[src/ptptc_defines.svh]
// Register offsets, field positions and reset values of the pin trigger/timestamp control
`ifndef PTPTC_DEFINES_SVH
`define PTPTC_DEFINES_SVH
`define PTPTC_ADDR_INDEX 12'h520
`define PTPTC_ADDR_CTRL 12'h52c
`define PTPTC_ADDR_TGT_NS 12'h530
`define PTPTC_ADDR_TGT_S 12'h534
`define PTPTC_ADDR_OPTION 12'h538
`define PTPTC_ADDR_ERROR 12'h53c
`define PTPTC_ADDR_COUNT 12'h540
`define PTPTC_IDX_TRIG_LSB 0
`define PTPTC_IDX_TRIG_MSB 1
`define PTPTC_IDX_TS_BIT 8
`define PTPTC_BIT_OUT_SEL 8
`define PTPTC_BIT_PIN_IN 7
`define PTPTC_BIT_PIN_DIR 6
`define PTPTC_BIT_IRQ_EN 5
`define PTPTC_BIT_RUNNING 4
`define PTPTC_BIT_ARM 3
`define PTPTC_BIT_TRIG_CLR 2
`define PTPTC_BIT_CAP_ARM 1
`define PTPTC_BIT_CAP_CLR 0
`define PTPTC_BIT_FIRE_NOW 25
`define PTPTC_NS_MSB 29
`define PTPTC_ERR_LSB 16
`define PTPTC_CNT_OVF_BIT 8
`define PTPTC_ZERO32 32'h0000_0000
`define PTPTC_NUM_TRIG 4
`define PTPTC_NUM_TS 2
`define PTPTC_HTRANS_NONSEQ 2'h2
`endif

[src/ptptc_pkg.sv]
// Types shared by the pin trigger/timestamp control block
package ptptc_pkg;
  typedef enum logic [1:0] {PTPTC_IDLE, PTPTC_WAIT, PTPTC_FIRED} ptptc_trig_type;
  typedef logic [7:0] ptptc_count_type;
endpackage

[src/ptptc_ctl.sv]
// AHB-Lite register block for pin trigger output units and timestamp input units
`timescale 1ns/1ps
`default_nettype none
`include "ptptc_defines.svh"

// Notes on behaviour
// - Indexed fields go to trigger unit at pointer bits 1:0 or capture unit at bit 8.
// - Source select 1 drives pin combinationally; 0 (default) from a flip-flop.
// - Pin input level is readable, read-only.
// - Direction 1 makes the pin a capture input; 0, default, an event output.
// - Capture interrupt only when that unit's enable bit is set; resets to 0.
// - Running bit reads 1 while armed without error, 0 once done.
// - Writing 1 to arm enables the trigger unit; cleared when it fires.
// - Trigger soft-clear forces the unit idle with default settings.
// - Writing 1 to capture arm enables unit and zeroes its event count.
// - Writing 0 to capture arm disables unit, clears valid and overflow flags.
// - Capture soft-clear returns the unit to idle defaults; reads 0.
// - Per-unit nanosecond target, reset 0, bits 31:30 read zero.
// - Per-unit 32-bit seconds target, reset 0.
// - Target words reach only the unit chosen by the trigger pointer.
// - Late-target error flag clears when software writes 0 to arm.
// - Fire-now with a past target fires at once; a future target is waited for; a past target without fire-now never fires.
module ptptc_ctl (
  input wire logic SYS_CLK,
  input wire logic SYS_RST,
  input wire logic HSEL,
  input wire logic [31:0] HADDR,
  input wire logic [1:0] HTRANS,
  input wire logic HWRITE,
  input wire logic [2:0] HSIZE,
  input wire logic [31:0] HWDATA,
  input wire logic HREADY,
  output logic [31:0] HRDATA,
  output logic HREADYOUT,
  output logic HRESP,
  input wire logic [31:0] SYS_TIME_SEC,
  input wire logic [29:0] SYS_TIME_NS,
  input wire logic PIN_IN,
  output logic PIN_OUT,
  output logic PIN_OE,
  input wire logic [1:0] CAPTURE_EVENT,
  input wire logic [1:0] CAPTURE_STORED,
  output logic [1:0] CAPTURE_IRQ
);
  localparam int NT = `PTPTC_NUM_TRIG;
  localparam int NC = `PTPTC_NUM_TS;

  // ----------------------------------------------------------------
  // Bus address phase capture
  // ----------------------------------------------------------------
  logic wr_pend_reg;
  logic [11:0] addr_reg;
  always_ff @(posedge SYS_CLK) begin
    if (SYS_RST) begin
      wr_pend_reg <= 1'b0;
      addr_reg <= 12'h000;
    end else if (HREADY) begin
      wr_pend_reg <= HSEL && (HTRANS == `PTPTC_HTRANS_NONSEQ) && HWRITE;
      addr_reg <= HADDR[11:0];
    end else begin
      wr_pend_reg <= 1'b0;
    end
  end

  // ----------------------------------------------------------------
  // Bus answer
  // ----------------------------------------------------------------
  // Every register answers in its data phase, so no wait state is ever needed
  assign HREADYOUT = 1'b1;
  assign HRESP = 1'b0;

  // ----------------------------------------------------------------
  // Write strobes for the data phase
  // ----------------------------------------------------------------
  logic wr_idx;
  logic wr_ctrl;
  logic wr_ns;
  logic wr_s;
  logic wr_opt;
  logic wr_err;
  assign wr_idx = wr_pend_reg && (addr_reg == `PTPTC_ADDR_INDEX);
  assign wr_ctrl = wr_pend_reg && (addr_reg == `PTPTC_ADDR_CTRL);
  assign wr_ns = wr_pend_reg && (addr_reg == `PTPTC_ADDR_TGT_NS);
  assign wr_s = wr_pend_reg && (addr_reg == `PTPTC_ADDR_TGT_S);
  assign wr_opt = wr_pend_reg && (addr_reg == `PTPTC_ADDR_OPTION);
  assign wr_err = wr_pend_reg && (addr_reg == `PTPTC_ADDR_ERROR);

  // ----------------------------------------------------------------
  // Index and shared control bits
  // ----------------------------------------------------------------
  logic [1:0] trig_ptr_reg;
  logic ts_ptr_reg;
  logic out_sel_reg;
  logic pin_dir_reg;
  always_ff @(posedge SYS_CLK) begin
    if (SYS_RST) begin
      trig_ptr_reg <= 2'h0;
      ts_ptr_reg <= 1'b0;
    end else if (wr_idx) begin
      trig_ptr_reg <= HWDATA[`PTPTC_IDX_TRIG_MSB:`PTPTC_IDX_TRIG_LSB];
      ts_ptr_reg <= HWDATA[`PTPTC_IDX_TS_BIT];
    end
  end
  always_ff @(posedge SYS_CLK) begin
    if (SYS_RST) begin
      out_sel_reg <= 1'b0;
      pin_dir_reg <= 1'b0;
    end else if (wr_ctrl) begin
      out_sel_reg <= HWDATA[`PTPTC_BIT_OUT_SEL];
      pin_dir_reg <= HWDATA[`PTPTC_BIT_PIN_DIR];
    end
  end

  // ----------------------------------------------------------------
  // Trigger output units
  // ----------------------------------------------------------------
  logic [NT-1:0] arm_reg;
  logic [NT-1:0] err_reg;
  logic [NT-1:0] now_reg;
  logic [NT-1:0] hit;
  logic [NT-1:0] late;
  logic [29:0] tns_reg [NT];
  logic [31:0] ts_reg [NT];
  ptptc_pkg::ptptc_trig_type st_reg [NT];

  for (genvar u = 0; u < NT; u++) begin : g_trig
    logic sel;
    logic sw_clr;
    assign sel = (trig_ptr_reg == 2'(u));
    assign sw_clr = wr_ctrl && sel && HWDATA[`PTPTC_BIT_TRIG_CLR];
    // Time reached: seconds first, then nanoseconds
    assign hit[u] = (SYS_TIME_SEC > ts_reg[u]) ||
                    ((SYS_TIME_SEC == ts_reg[u]) && (SYS_TIME_NS >= tns_reg[u]));
    // Time strictly past the target; only looked at when the unit is armed
    assign late[u] = (SYS_TIME_SEC > ts_reg[u]) ||
                     ((SYS_TIME_SEC == ts_reg[u]) && (SYS_TIME_NS > tns_reg[u]));

    always_ff @(posedge SYS_CLK) begin
      if (SYS_RST || sw_clr) begin
        tns_reg[u] <= 30'h0000_0000;
        ts_reg[u] <= `PTPTC_ZERO32;
        now_reg[u] <= 1'b0;
      end else begin
        if (wr_ns && sel) begin
          tns_reg[u] <= HWDATA[`PTPTC_NS_MSB:0];
        end
        if (wr_s && sel) begin
          ts_reg[u] <= HWDATA;
        end
        if (wr_opt && sel) begin
          now_reg[u] <= HWDATA[`PTPTC_BIT_FIRE_NOW];
        end
      end
    end

    always_ff @(posedge SYS_CLK) begin
      if (SYS_RST || sw_clr) begin
        arm_reg[u] <= 1'b0;
        err_reg[u] <= 1'b0;
        st_reg[u] <= ptptc_pkg::PTPTC_IDLE;
      end else if (wr_ctrl && sel) begin
        arm_reg[u] <= HWDATA[`PTPTC_BIT_ARM];
        st_reg[u] <= HWDATA[`PTPTC_BIT_ARM] ? ptptc_pkg::PTPTC_WAIT : ptptc_pkg::PTPTC_IDLE;
        // Lateness is judged once, at arming: system time that later steps over
        // the target in one stride must still fire the unit
        if (HWDATA[`PTPTC_BIT_ARM]) begin
          err_reg[u] <= late[u] && !now_reg[u];
        end else begin
          err_reg[u] <= 1'b0;
        end
      end else begin
        case (st_reg[u])
          ptptc_pkg::PTPTC_IDLE: begin
          end
          ptptc_pkg::PTPTC_WAIT: begin
            // A unit flagged late stays armed but never fires
            if (hit[u] && !err_reg[u]) begin
              arm_reg[u] <= 1'b0;
              st_reg[u] <= ptptc_pkg::PTPTC_FIRED;
            end
          end
          ptptc_pkg::PTPTC_FIRED: begin
            st_reg[u] <= ptptc_pkg::PTPTC_IDLE;
          end
          default: begin
            st_reg[u] <= ptptc_pkg::PTPTC_IDLE;
          end
        endcase
      end
    end
  end

  // ----------------------------------------------------------------
  // Pin output: one-cycle pulse on each fire of the selected unit
  // ----------------------------------------------------------------
  logic pin_comb;
  logic pin_flop_reg;
  logic fire_sel;
  assign fire_sel = (st_reg[trig_ptr_reg] == ptptc_pkg::PTPTC_FIRED);
  assign pin_comb = fire_sel;
  always_ff @(posedge SYS_CLK) begin
    if (SYS_RST) begin
      pin_flop_reg <= 1'b0;
    end else begin
      pin_flop_reg <= pin_comb;
    end
  end
  // A capture pin has its enable low, so a fire there never reaches the pad
  assign PIN_OUT = out_sel_reg ? pin_comb : pin_flop_reg;
  assign PIN_OE = !pin_dir_reg;

  // ----------------------------------------------------------------
  // Timestamp input units
  // ----------------------------------------------------------------
  logic [NC-1:0] cap_arm_reg;
  logic [NC-1:0] irq_en_reg;
  logic [NC-1:0] valid_reg;
  logic [NC-1:0] ovf_reg;
  ptptc_pkg::ptptc_count_type cnt_reg [NC];

  for (genvar c = 0; c < NC; c++) begin : g_cap
    logic sel;
    logic clr;
    logic ev;
    assign sel = (ts_ptr_reg == 1'(c));
    assign clr = wr_ctrl && sel && HWDATA[`PTPTC_BIT_CAP_CLR];
    // Events count only while the pin is a capture input
    assign ev = cap_arm_reg[c] && pin_dir_reg && CAPTURE_EVENT[c];
    always_ff @(posedge SYS_CLK) begin
      if (SYS_RST || clr) begin
        cap_arm_reg[c] <= 1'b0;
        irq_en_reg[c] <= 1'b0;
        valid_reg[c] <= 1'b0;
        ovf_reg[c] <= 1'b0;
        cnt_reg[c] <= 8'h00;
      end else if (wr_ctrl && sel) begin
        cap_arm_reg[c] <= HWDATA[`PTPTC_BIT_CAP_ARM];
        irq_en_reg[c] <= HWDATA[`PTPTC_BIT_IRQ_EN];
        // An event landing together with the write still counts: set wins over clear
        if (HWDATA[`PTPTC_BIT_CAP_ARM]) begin
          cnt_reg[c] <= ev ? 8'h01 : 8'h00;
          valid_reg[c] <= valid_reg[c] | (ev && CAPTURE_STORED[c]);
        end else begin
          valid_reg[c] <= ev && CAPTURE_STORED[c];
          ovf_reg[c] <= ev && (cnt_reg[c] == 8'hff);
        end
      end else if (ev) begin
        if (cnt_reg[c] == 8'hff) begin
          ovf_reg[c] <= 1'b1;
        end else begin
          cnt_reg[c] <= cnt_reg[c] + 8'h01;
        end
        valid_reg[c] <= valid_reg[c] | CAPTURE_STORED[c];
      end
    end
    assign CAPTURE_IRQ[c] = irq_en_reg[c] && valid_reg[c];
  end

  // ----------------------------------------------------------------
  // Read data
  // ----------------------------------------------------------------
  logic [31:0] rd_next;
  // Decoded from the address phase so the answer is ready for the data phase
  always_comb begin
    rd_next = `PTPTC_ZERO32;
    case (HADDR[11:0])
      `PTPTC_ADDR_INDEX: begin
        rd_next[`PTPTC_IDX_TRIG_MSB:`PTPTC_IDX_TRIG_LSB] = trig_ptr_reg;
        rd_next[`PTPTC_IDX_TS_BIT] = ts_ptr_reg;
      end
      `PTPTC_ADDR_CTRL: begin
        rd_next[`PTPTC_BIT_OUT_SEL] = out_sel_reg;
        rd_next[`PTPTC_BIT_PIN_IN] = PIN_IN;
        rd_next[`PTPTC_BIT_PIN_DIR] = pin_dir_reg;
        rd_next[`PTPTC_BIT_IRQ_EN] = irq_en_reg[ts_ptr_reg];
        rd_next[`PTPTC_BIT_RUNNING] = arm_reg[trig_ptr_reg] && !err_reg[trig_ptr_reg];
        rd_next[`PTPTC_BIT_ARM] = arm_reg[trig_ptr_reg];
        rd_next[`PTPTC_BIT_CAP_ARM] = cap_arm_reg[ts_ptr_reg];
      end
      `PTPTC_ADDR_TGT_NS: rd_next[`PTPTC_NS_MSB:0] = tns_reg[trig_ptr_reg];
      `PTPTC_ADDR_TGT_S: rd_next = ts_reg[trig_ptr_reg];
      `PTPTC_ADDR_OPTION: rd_next[`PTPTC_BIT_FIRE_NOW] = now_reg[trig_ptr_reg];
      `PTPTC_ADDR_ERROR: rd_next[`PTPTC_ERR_LSB+NT-1:`PTPTC_ERR_LSB] = err_reg;
      `PTPTC_ADDR_COUNT: begin
        rd_next[`PTPTC_CNT_OVF_BIT-1:0] = cnt_reg[ts_ptr_reg];
        rd_next[`PTPTC_CNT_OVF_BIT] = ovf_reg[ts_ptr_reg];
      end
      default: rd_next = `PTPTC_ZERO32;
    endcase
  end
  // Loaded at the address phase edge, so the word stands through the data phase.
  // Limitation: a read right behind a write to the same word sees the old value.
  always_ff @(posedge SYS_CLK) begin
    if (SYS_RST) begin
      HRDATA <= `PTPTC_ZERO32;
    end else if (HREADY && HSEL && !HWRITE && HTRANS == `PTPTC_HTRANS_NONSEQ) begin
      HRDATA <= rd_next;
    end
  end
endmodule
`default_nettype wire

[config.mk]
export PLATFORM = sky130hd
export DESIGN_NAME = ptptc_ctl
export DESIGN_NICKNAME = d
export VERILOG_FILES = /design/src/ptptc_pkg.sv /design/src/ptptc_ctl.sv
export VERILOG_INCLUDE_DIRS = /design/src
export SDC_FILE = /design/constraint.sdc
export NUM_CORES = 1
export LEC_CHECK = 0
export BUFFER_PORTS_ARGS = -buffer_cell sky130_fd_sc_hd__clkbuf_2
export CAP_MARGIN = 10
export CORE_ASPECT_RATIO = 1.4
export CORE_MARGIN = 2
export CORE_UTILIZATION = 40
export DETAILED_ROUTE_END_ITERATION = 12
export PLACE_DENSITY = 0.66
export SYNTH_ARGS = -nofsm -noshare
export SYNTH_HDL_FRONTEND = slang
export SYNTH_SLANG_ARGS = --single-unit
export TNS_END_PERCENT = 10
[constraint.sdc]
create_clock -name SYS_CLK -period 7.3 [get_ports SYS_CLK]
set_input_delay 1.46 -clock SYS_CLK [delete_from_list [all_inputs] [get_ports SYS_CLK]]
set_output_delay 1.46 -clock SYS_CLK [all_outputs]
set_load 0.01 [all_outputs]
### Word-level counts from Yosys, hierarchy flattened

Memory sizes are Yosys's and may differ from the RTL's. A register that Yosys moved wholly into a read port is not among the register bits.
Index checks and enable logic that the tools add are counted.

* add/sub/neg operators: 2
* muxes and demuxes: 210
* bitwise operators: 34
* reductions and logical operators: 114
* equality and inequality tests: 33
* magnitude comparators: 14

Operators with widths (number)
* $mux 1: 162
* $eq 12x11->1 const B: 12
* $eq 32x32->1: 4
* $gt 32x32->1: 4
* $mux 32: 4
* $ge 30x30->1: 4
* $gt 30x30->1: 4
* $mux 30: 4
* $logic_and 1x1->1: 61
* $mux 2: 23
* $mux 8: 4
* $or 1x1->1: 32
* $reduce_bool 2->1: 12
* $pmux 5 s4: 1
* $add 8x1->8 const B: 2
* $eq 2x2->1 const B: 8
* $eq 8x8->1 const B: 2
* $logic_or 1x1->1: 14
* $pmux 7 s2: 1
* $pmux 4 s3: 1
* $reduce_or 3->1: 4
* $logic_not 1->1: 11
* $eq 2x1->1 const B: 5
* $logic_not 2->1: 5
* other kinds (13): 23

* output and inout bits: 38
* logic and storage cells: 439
* memory bits (writable): 272
* input bits: 141
* memories kept: 4
* register bits: 71

Memories
* ts_reg: words 4, width 32, read ports 5, clocked after Yosys merged registers in 1, write ports 4, RTL line ptptc_ctl.sv:123 `logic [31:0] ts_reg [NT];`
* tns_reg: words 4, width 30, read ports 5, clocked after Yosys merged registers in 1, write ports 4, RTL line ptptc_ctl.sv:122 `logic [29:0] tns_reg [NT];`
* cnt_reg: words 2, width 8, read ports 3, clocked after Yosys merged registers in 1, write ports 2, RTL line ptptc_ctl.sv:219 `ptptc_pkg::ptptc_count_type cnt_reg [NC];`
* st_reg: words 4, width 2, read ports 5, clocked after Yosys merged registers in 1, write ports 4, RTL line ptptc_ctl.sv:124 `ptptc_pkg::ptptc_trig_type st_reg [NT];`

### Longest topological paths before layout

An unclocked memory read counts as a cell.

* word-level depth: 13
* mapped depth: 9
* mapped depth without buffers: 9

### Least setup slack after synthesis

No wires, ideal clock.

* path type: register to register
* from: reg addr_reg[6]
* to: mem ts_reg[3][0], enable pin
* setup slack: 3.062 ns
* data arrival time: 3.772 ns
* setup time: 0.466 ns
* cell stages (with the launch flop): 6
* required time: 6.834 ns
* path buffers: 1
* period minus slack after synthesis: 4.238 ns
* cells stage by stage: dfxtp_1 > or4b_4 > nor4_4 > nand3_1 > clkbuf_1 > o21ai_0

RTL lines
* from (decl): RTL line ptptc_ctl.sv:52 `logic [11:0] addr_reg;`
* from (signal assigned): RTL line ptptc_ctl.sv:59 `addr_reg <= HADDR[11:0];`
* to (decl): RTL line ptptc_ctl.sv:123

==> impl_table.tex <==
\begin{tabular}{lr}
\hline
Metric & Value \\
\hline
\multicolumn{2}{l}{\textbf{Place}} \\
\quad Routability-driven placement congestion ratio & 0.990 \\
\quad Quantity of I/O buffers inserted on ports & 153 \\
\quad DPL Wire Length & roughly 52 mm \\
\quad Cell total after placement & 2894 \\
\multicolumn{2}{l}{\textbf{Synth}} \\
\quad Main flop type after synthesis & edfxtp\_1 \\
\quad Count of different cell masters after synthesis & 80 \\
\quad Most frequently used cell type in the post-synthesis netlist & edfxtp\_1 \\
\quad Number of synthesis warnings & 0 \\
\quad Top cell type by total area after synthesis & edfxtp\_1 \\
\quad Number of storage elements in the synthesis netlist & 346 \\
\quad Total nets after synthesis & 2468 \\
\quad EDFF count, synth & 272 \\
\quad Combined area of all synthesized cells & 21900 µm² \\
\quad Share of the synthesized area in the top cell type & 37.3\% \\
\quad Post-Syn Area per Cell & 10.6 µm² \\
\quad Sequential area share after synthesis & 44.0\% \\
\quad Asr flop ratio synth & 0\% \\
\quad Top cells by area in the synthesized netlist & edfxtp\_1, ha\_1, and2\_1 \\
\quad Cells after synthesis & 2077 \\
\quad List of most frequent post-synthesis cells & edfxtp\_1, inv\_1, ha\_1 \\
\multicolumn{2}{l}{\textbf{Layout}} \\
\quad Largest register FFs & 128 \\
\quad Non-filler cells in the finished layout & 2969 \\
\quad Fraction of layout cells with a size suffix above 1 & between 15 and 20\% \\
\quad Final \#Nets & 2604 \\
\quad Filler cells & 5043 \\
\quad Synthesis-to-finish area growth & 13.3\% \\
\multicolumn{2}{l}{\textbf{Worst setup path}} \\
\quad CP delay by family, top & simple AND/OR/NAND/NOR gates \\
\quad Crit path required time & 7.57 ns \\
\quad Data arrival at the endpoint of the critical path & 4.23 ns \\
\quad Most repeated library cell on the critical path & nor3\_1 \\
\quad Classification of the worst setup path & primary input to flop \\
\quad Highest-delay cell along the critical path & nor3\_1 \\
\quad Critical path endpoint category & flop \\
\quad Buf/Inv on CP & 1 \\
\quad Largest fanout of any net on the critical path & 4 \\
\quad Largest incremental delay on the critical path & 0.58 ns \\
\quad Worst Setup Start Kind & primary input \\
\quad Critical-path cell list & clkbuf\_2 -> ha\_1 -> a21o\_1 -> a221o\_1 -> a221oi\_1 -> o22ai\_1 -> nor3\_1 -> nor3\_1 -> or4\_1 \\
\multicolumn{2}{l}{\textbf{Global route}} \\
\quad Via count of the first global-routing pass & 17300 \\
\quad Global-route wire length before repair & 105 mm \\
\quad Largest net degree at the start of global routing & 48 \\
\quad Overall routing resource usage & 24.8\% \\
\quad Grt ovf & 0 \\
\quad Number of antenna violations at the first check in global routing & 11 \\
\multicolumn{2}{l}{\textbf{Floorplanning}} \\
\quad Top-level I/O count & 179 \\
\quad Row Count & 101 \\
\quad Core outline area & 54200 µm² \\
\quad Vertical extent of the die & 281 µm \\
\quad Effective utilization at floorplan & between 40 and 50\% \\
\quad Die footprint & 56700 µm² \\
\quad Die width & 202 µm \\
\multicolumn{2}{l}{\textbf{Clock tree}} \\
\quad CTS resizes & 0 \\
\quad CTS tree & built \\
\quad Number of buffers inserted to repair setup after CTS & 0 \\
\quad H-tree level count & 2 \\
\quad Buffer depth of the longest clock path & 3 \\
\quad Clock net sink count & between 300 and 400 \\
\quad Post-CTS Hold Fix Bufs & 0 \\
\quad Inserted Clock Buffers & 38 \\
\quad Clk Latency, worst-skew pair & 0.56 ns \\
\quad Clock transition at the registers of the reported paths & 0.06 ns \\
\quad Cell at the root of the clock tree & clkbuf\_16 \\
\multicolumn{2}{l}{\textbf{STA}} \\
\quad Worst slew margin relative to its limit & between 20\% and 30\% \\
\quad Number of slew-limit violations in the final report & 0 \\
\quad Achievable frequency & 0.253 GHz \\
\quad Worst Clk Skew & 0.0314 ns \\
\quad Slew @ Worst Pin & 1.10 ns \\
\quad Number of failing setup endpoints in the final timing report & 0 \\
\quad Final Critical Period & 3.96 ns \\
\quad Ratio of final minimum period to clock period & 54.2\% \\
\quad Worst hold margin & roughly 0.47 ns \\
\quad Fin. Hold Viols & 0 \\
\quad Total Neg Setup Slack & 0 ns \\
\quad Unrepaired setup endpoints after global routing & false \\
\multicolumn{2}{l}{\textbf{Min path}} \\
\quad Worst hold path type & flop to flop \\
\multicolumn{2}{l}{\textbf{Routing}} \\
\quad DRC marker count from the first detailed-route iteration & 1494 \\
\quad Residual DRC count & 0 \\
\quad Per-cell routed wire length & 23.8 µm \\
\quad Post-detailed-route via-to-cell ratio & 5.71 \\
\quad Routed WL & approximately 70 mm \\
\quad Detail Route Antenna Nets & 0 \\
\quad Total via count after detailed routing & 17000 \\
\quad First-pass iteration count of the detailed router & 7 \\
\multicolumn{2}{l}{\textbf{Outcome}} \\
\quad Outcome & finished clean \\
\multicolumn{2}{l}{\textbf{Pwr}} \\
\quad VDD IR max & 0.130 mV \\
\quad Power density normalized to cell area & 189 nW/µm² \\
\quad Standby leakage power & 10.1 nW \\
\multicolumn{2}{l}{\textbf{Run}} \\
\quad Number of maximum-capacitance violations & 0 \\
\hline
\end{tabular}
-- logic make-up after synthesis --
logic type	count (synthesis)	synth area share, %
AOI/OAI and AO/OA	308	8.84
xor gates and xnor gates	12	0.480
buffers and inverters	339	5.93
and+or+nand+nor	726	18.4
adders and majority gates	250	14.3
muxes	94	8.02
other	2	0.0343
DFF	346	44.0
-- layout by cell type, fill, tap and decap left out, types with 15 or more instances in the layout --
master / n
nand3_1: 54
nor2_1: 125
nor2b_1: 15
edfxtp_1: 272
clkbuf_2: 153
mux2i_1: 26
buf_4: 23
nand4_1: 40
clkbuf_16: 39
and4_1: 23
nand2_1: 104
a21oi_1: 113
dfxtp_1: 72
a21o_1: 15
o21ai_0: 53
a221oi_1: 34
mux4_2: 65
and2_1: 248
nor3_1: 37
inv_1: 258
ha_1: 250
-- worst min-delay path, delay by kind of cell (launching register included) --
| kind | cells | cell delay (ns) |
|---|---|---|
| simple gates | 1 | 0.06 |
| compound gates | 1 | 0.05 |
| flops | 1 | 0.32 |
-- through the flow --
step / worst slack (ns) / area, µm² / power, mW / util, %
3_3_place_gp: 2.86 / 23600 / 2.74 / 43.5
4_1_cts: 3.32 / 24800 / 4.70 / 45.8
6_report: 3.34 / 24800 / 4.68 / 45.8
2_1_floorplan: 3.06 / 21900 / 2.54 / -
5_1_grt: 3.18 / 24800 / 4.82 / 45.8
3_5_place_dp: 2.81 / 23600 / 2.76 / 43.5
-- worst paths after layout --
path                          from      endpoint  slack (ns)  cells after the start
hold reg to reg         HRDATA[30]    HRDATA[30]        0.47                      2
setup reg to reg       addr_reg[6]  ts_reg[0][3]        3.93                      5
hold / removal          HRDATA[30]    HRDATA[30]        0.47                      2
setup / recovery  SYS_TIME_SEC[17]  st_reg[2][0]        3.34                      9
-- routing by layer --
layer  share of wire (%)  track usage [%]  vias to the layer above
li1                    -                -                     7778
met1                  38             28.6                     8355
met2                  50             43.7                      626
met3                 6.4             3.97                      193
met4                 5.8             14.1                       10
met5               0.098                0                        -
-- area by class of cell --
cell class	instances	area, µm²	area share, %
timing repair buffer	176	938	3.78
inverter	259	972	3.92
sequential	346	9660	38.9
tap	721	902	3.63
antenna	5	12.5	0.0504
clock inverter	14	146	0.590
multi-input combinational	1392	11100	44.7
clock buffer	56	1100	4.43
-- power breakdown --
part	switching, mW	internal (mW)
registers	0.0371	2.18
logic	0.319	0.186
clock network	0.837	1.13
Note: power is estimated with default switching activity, not from simulation.
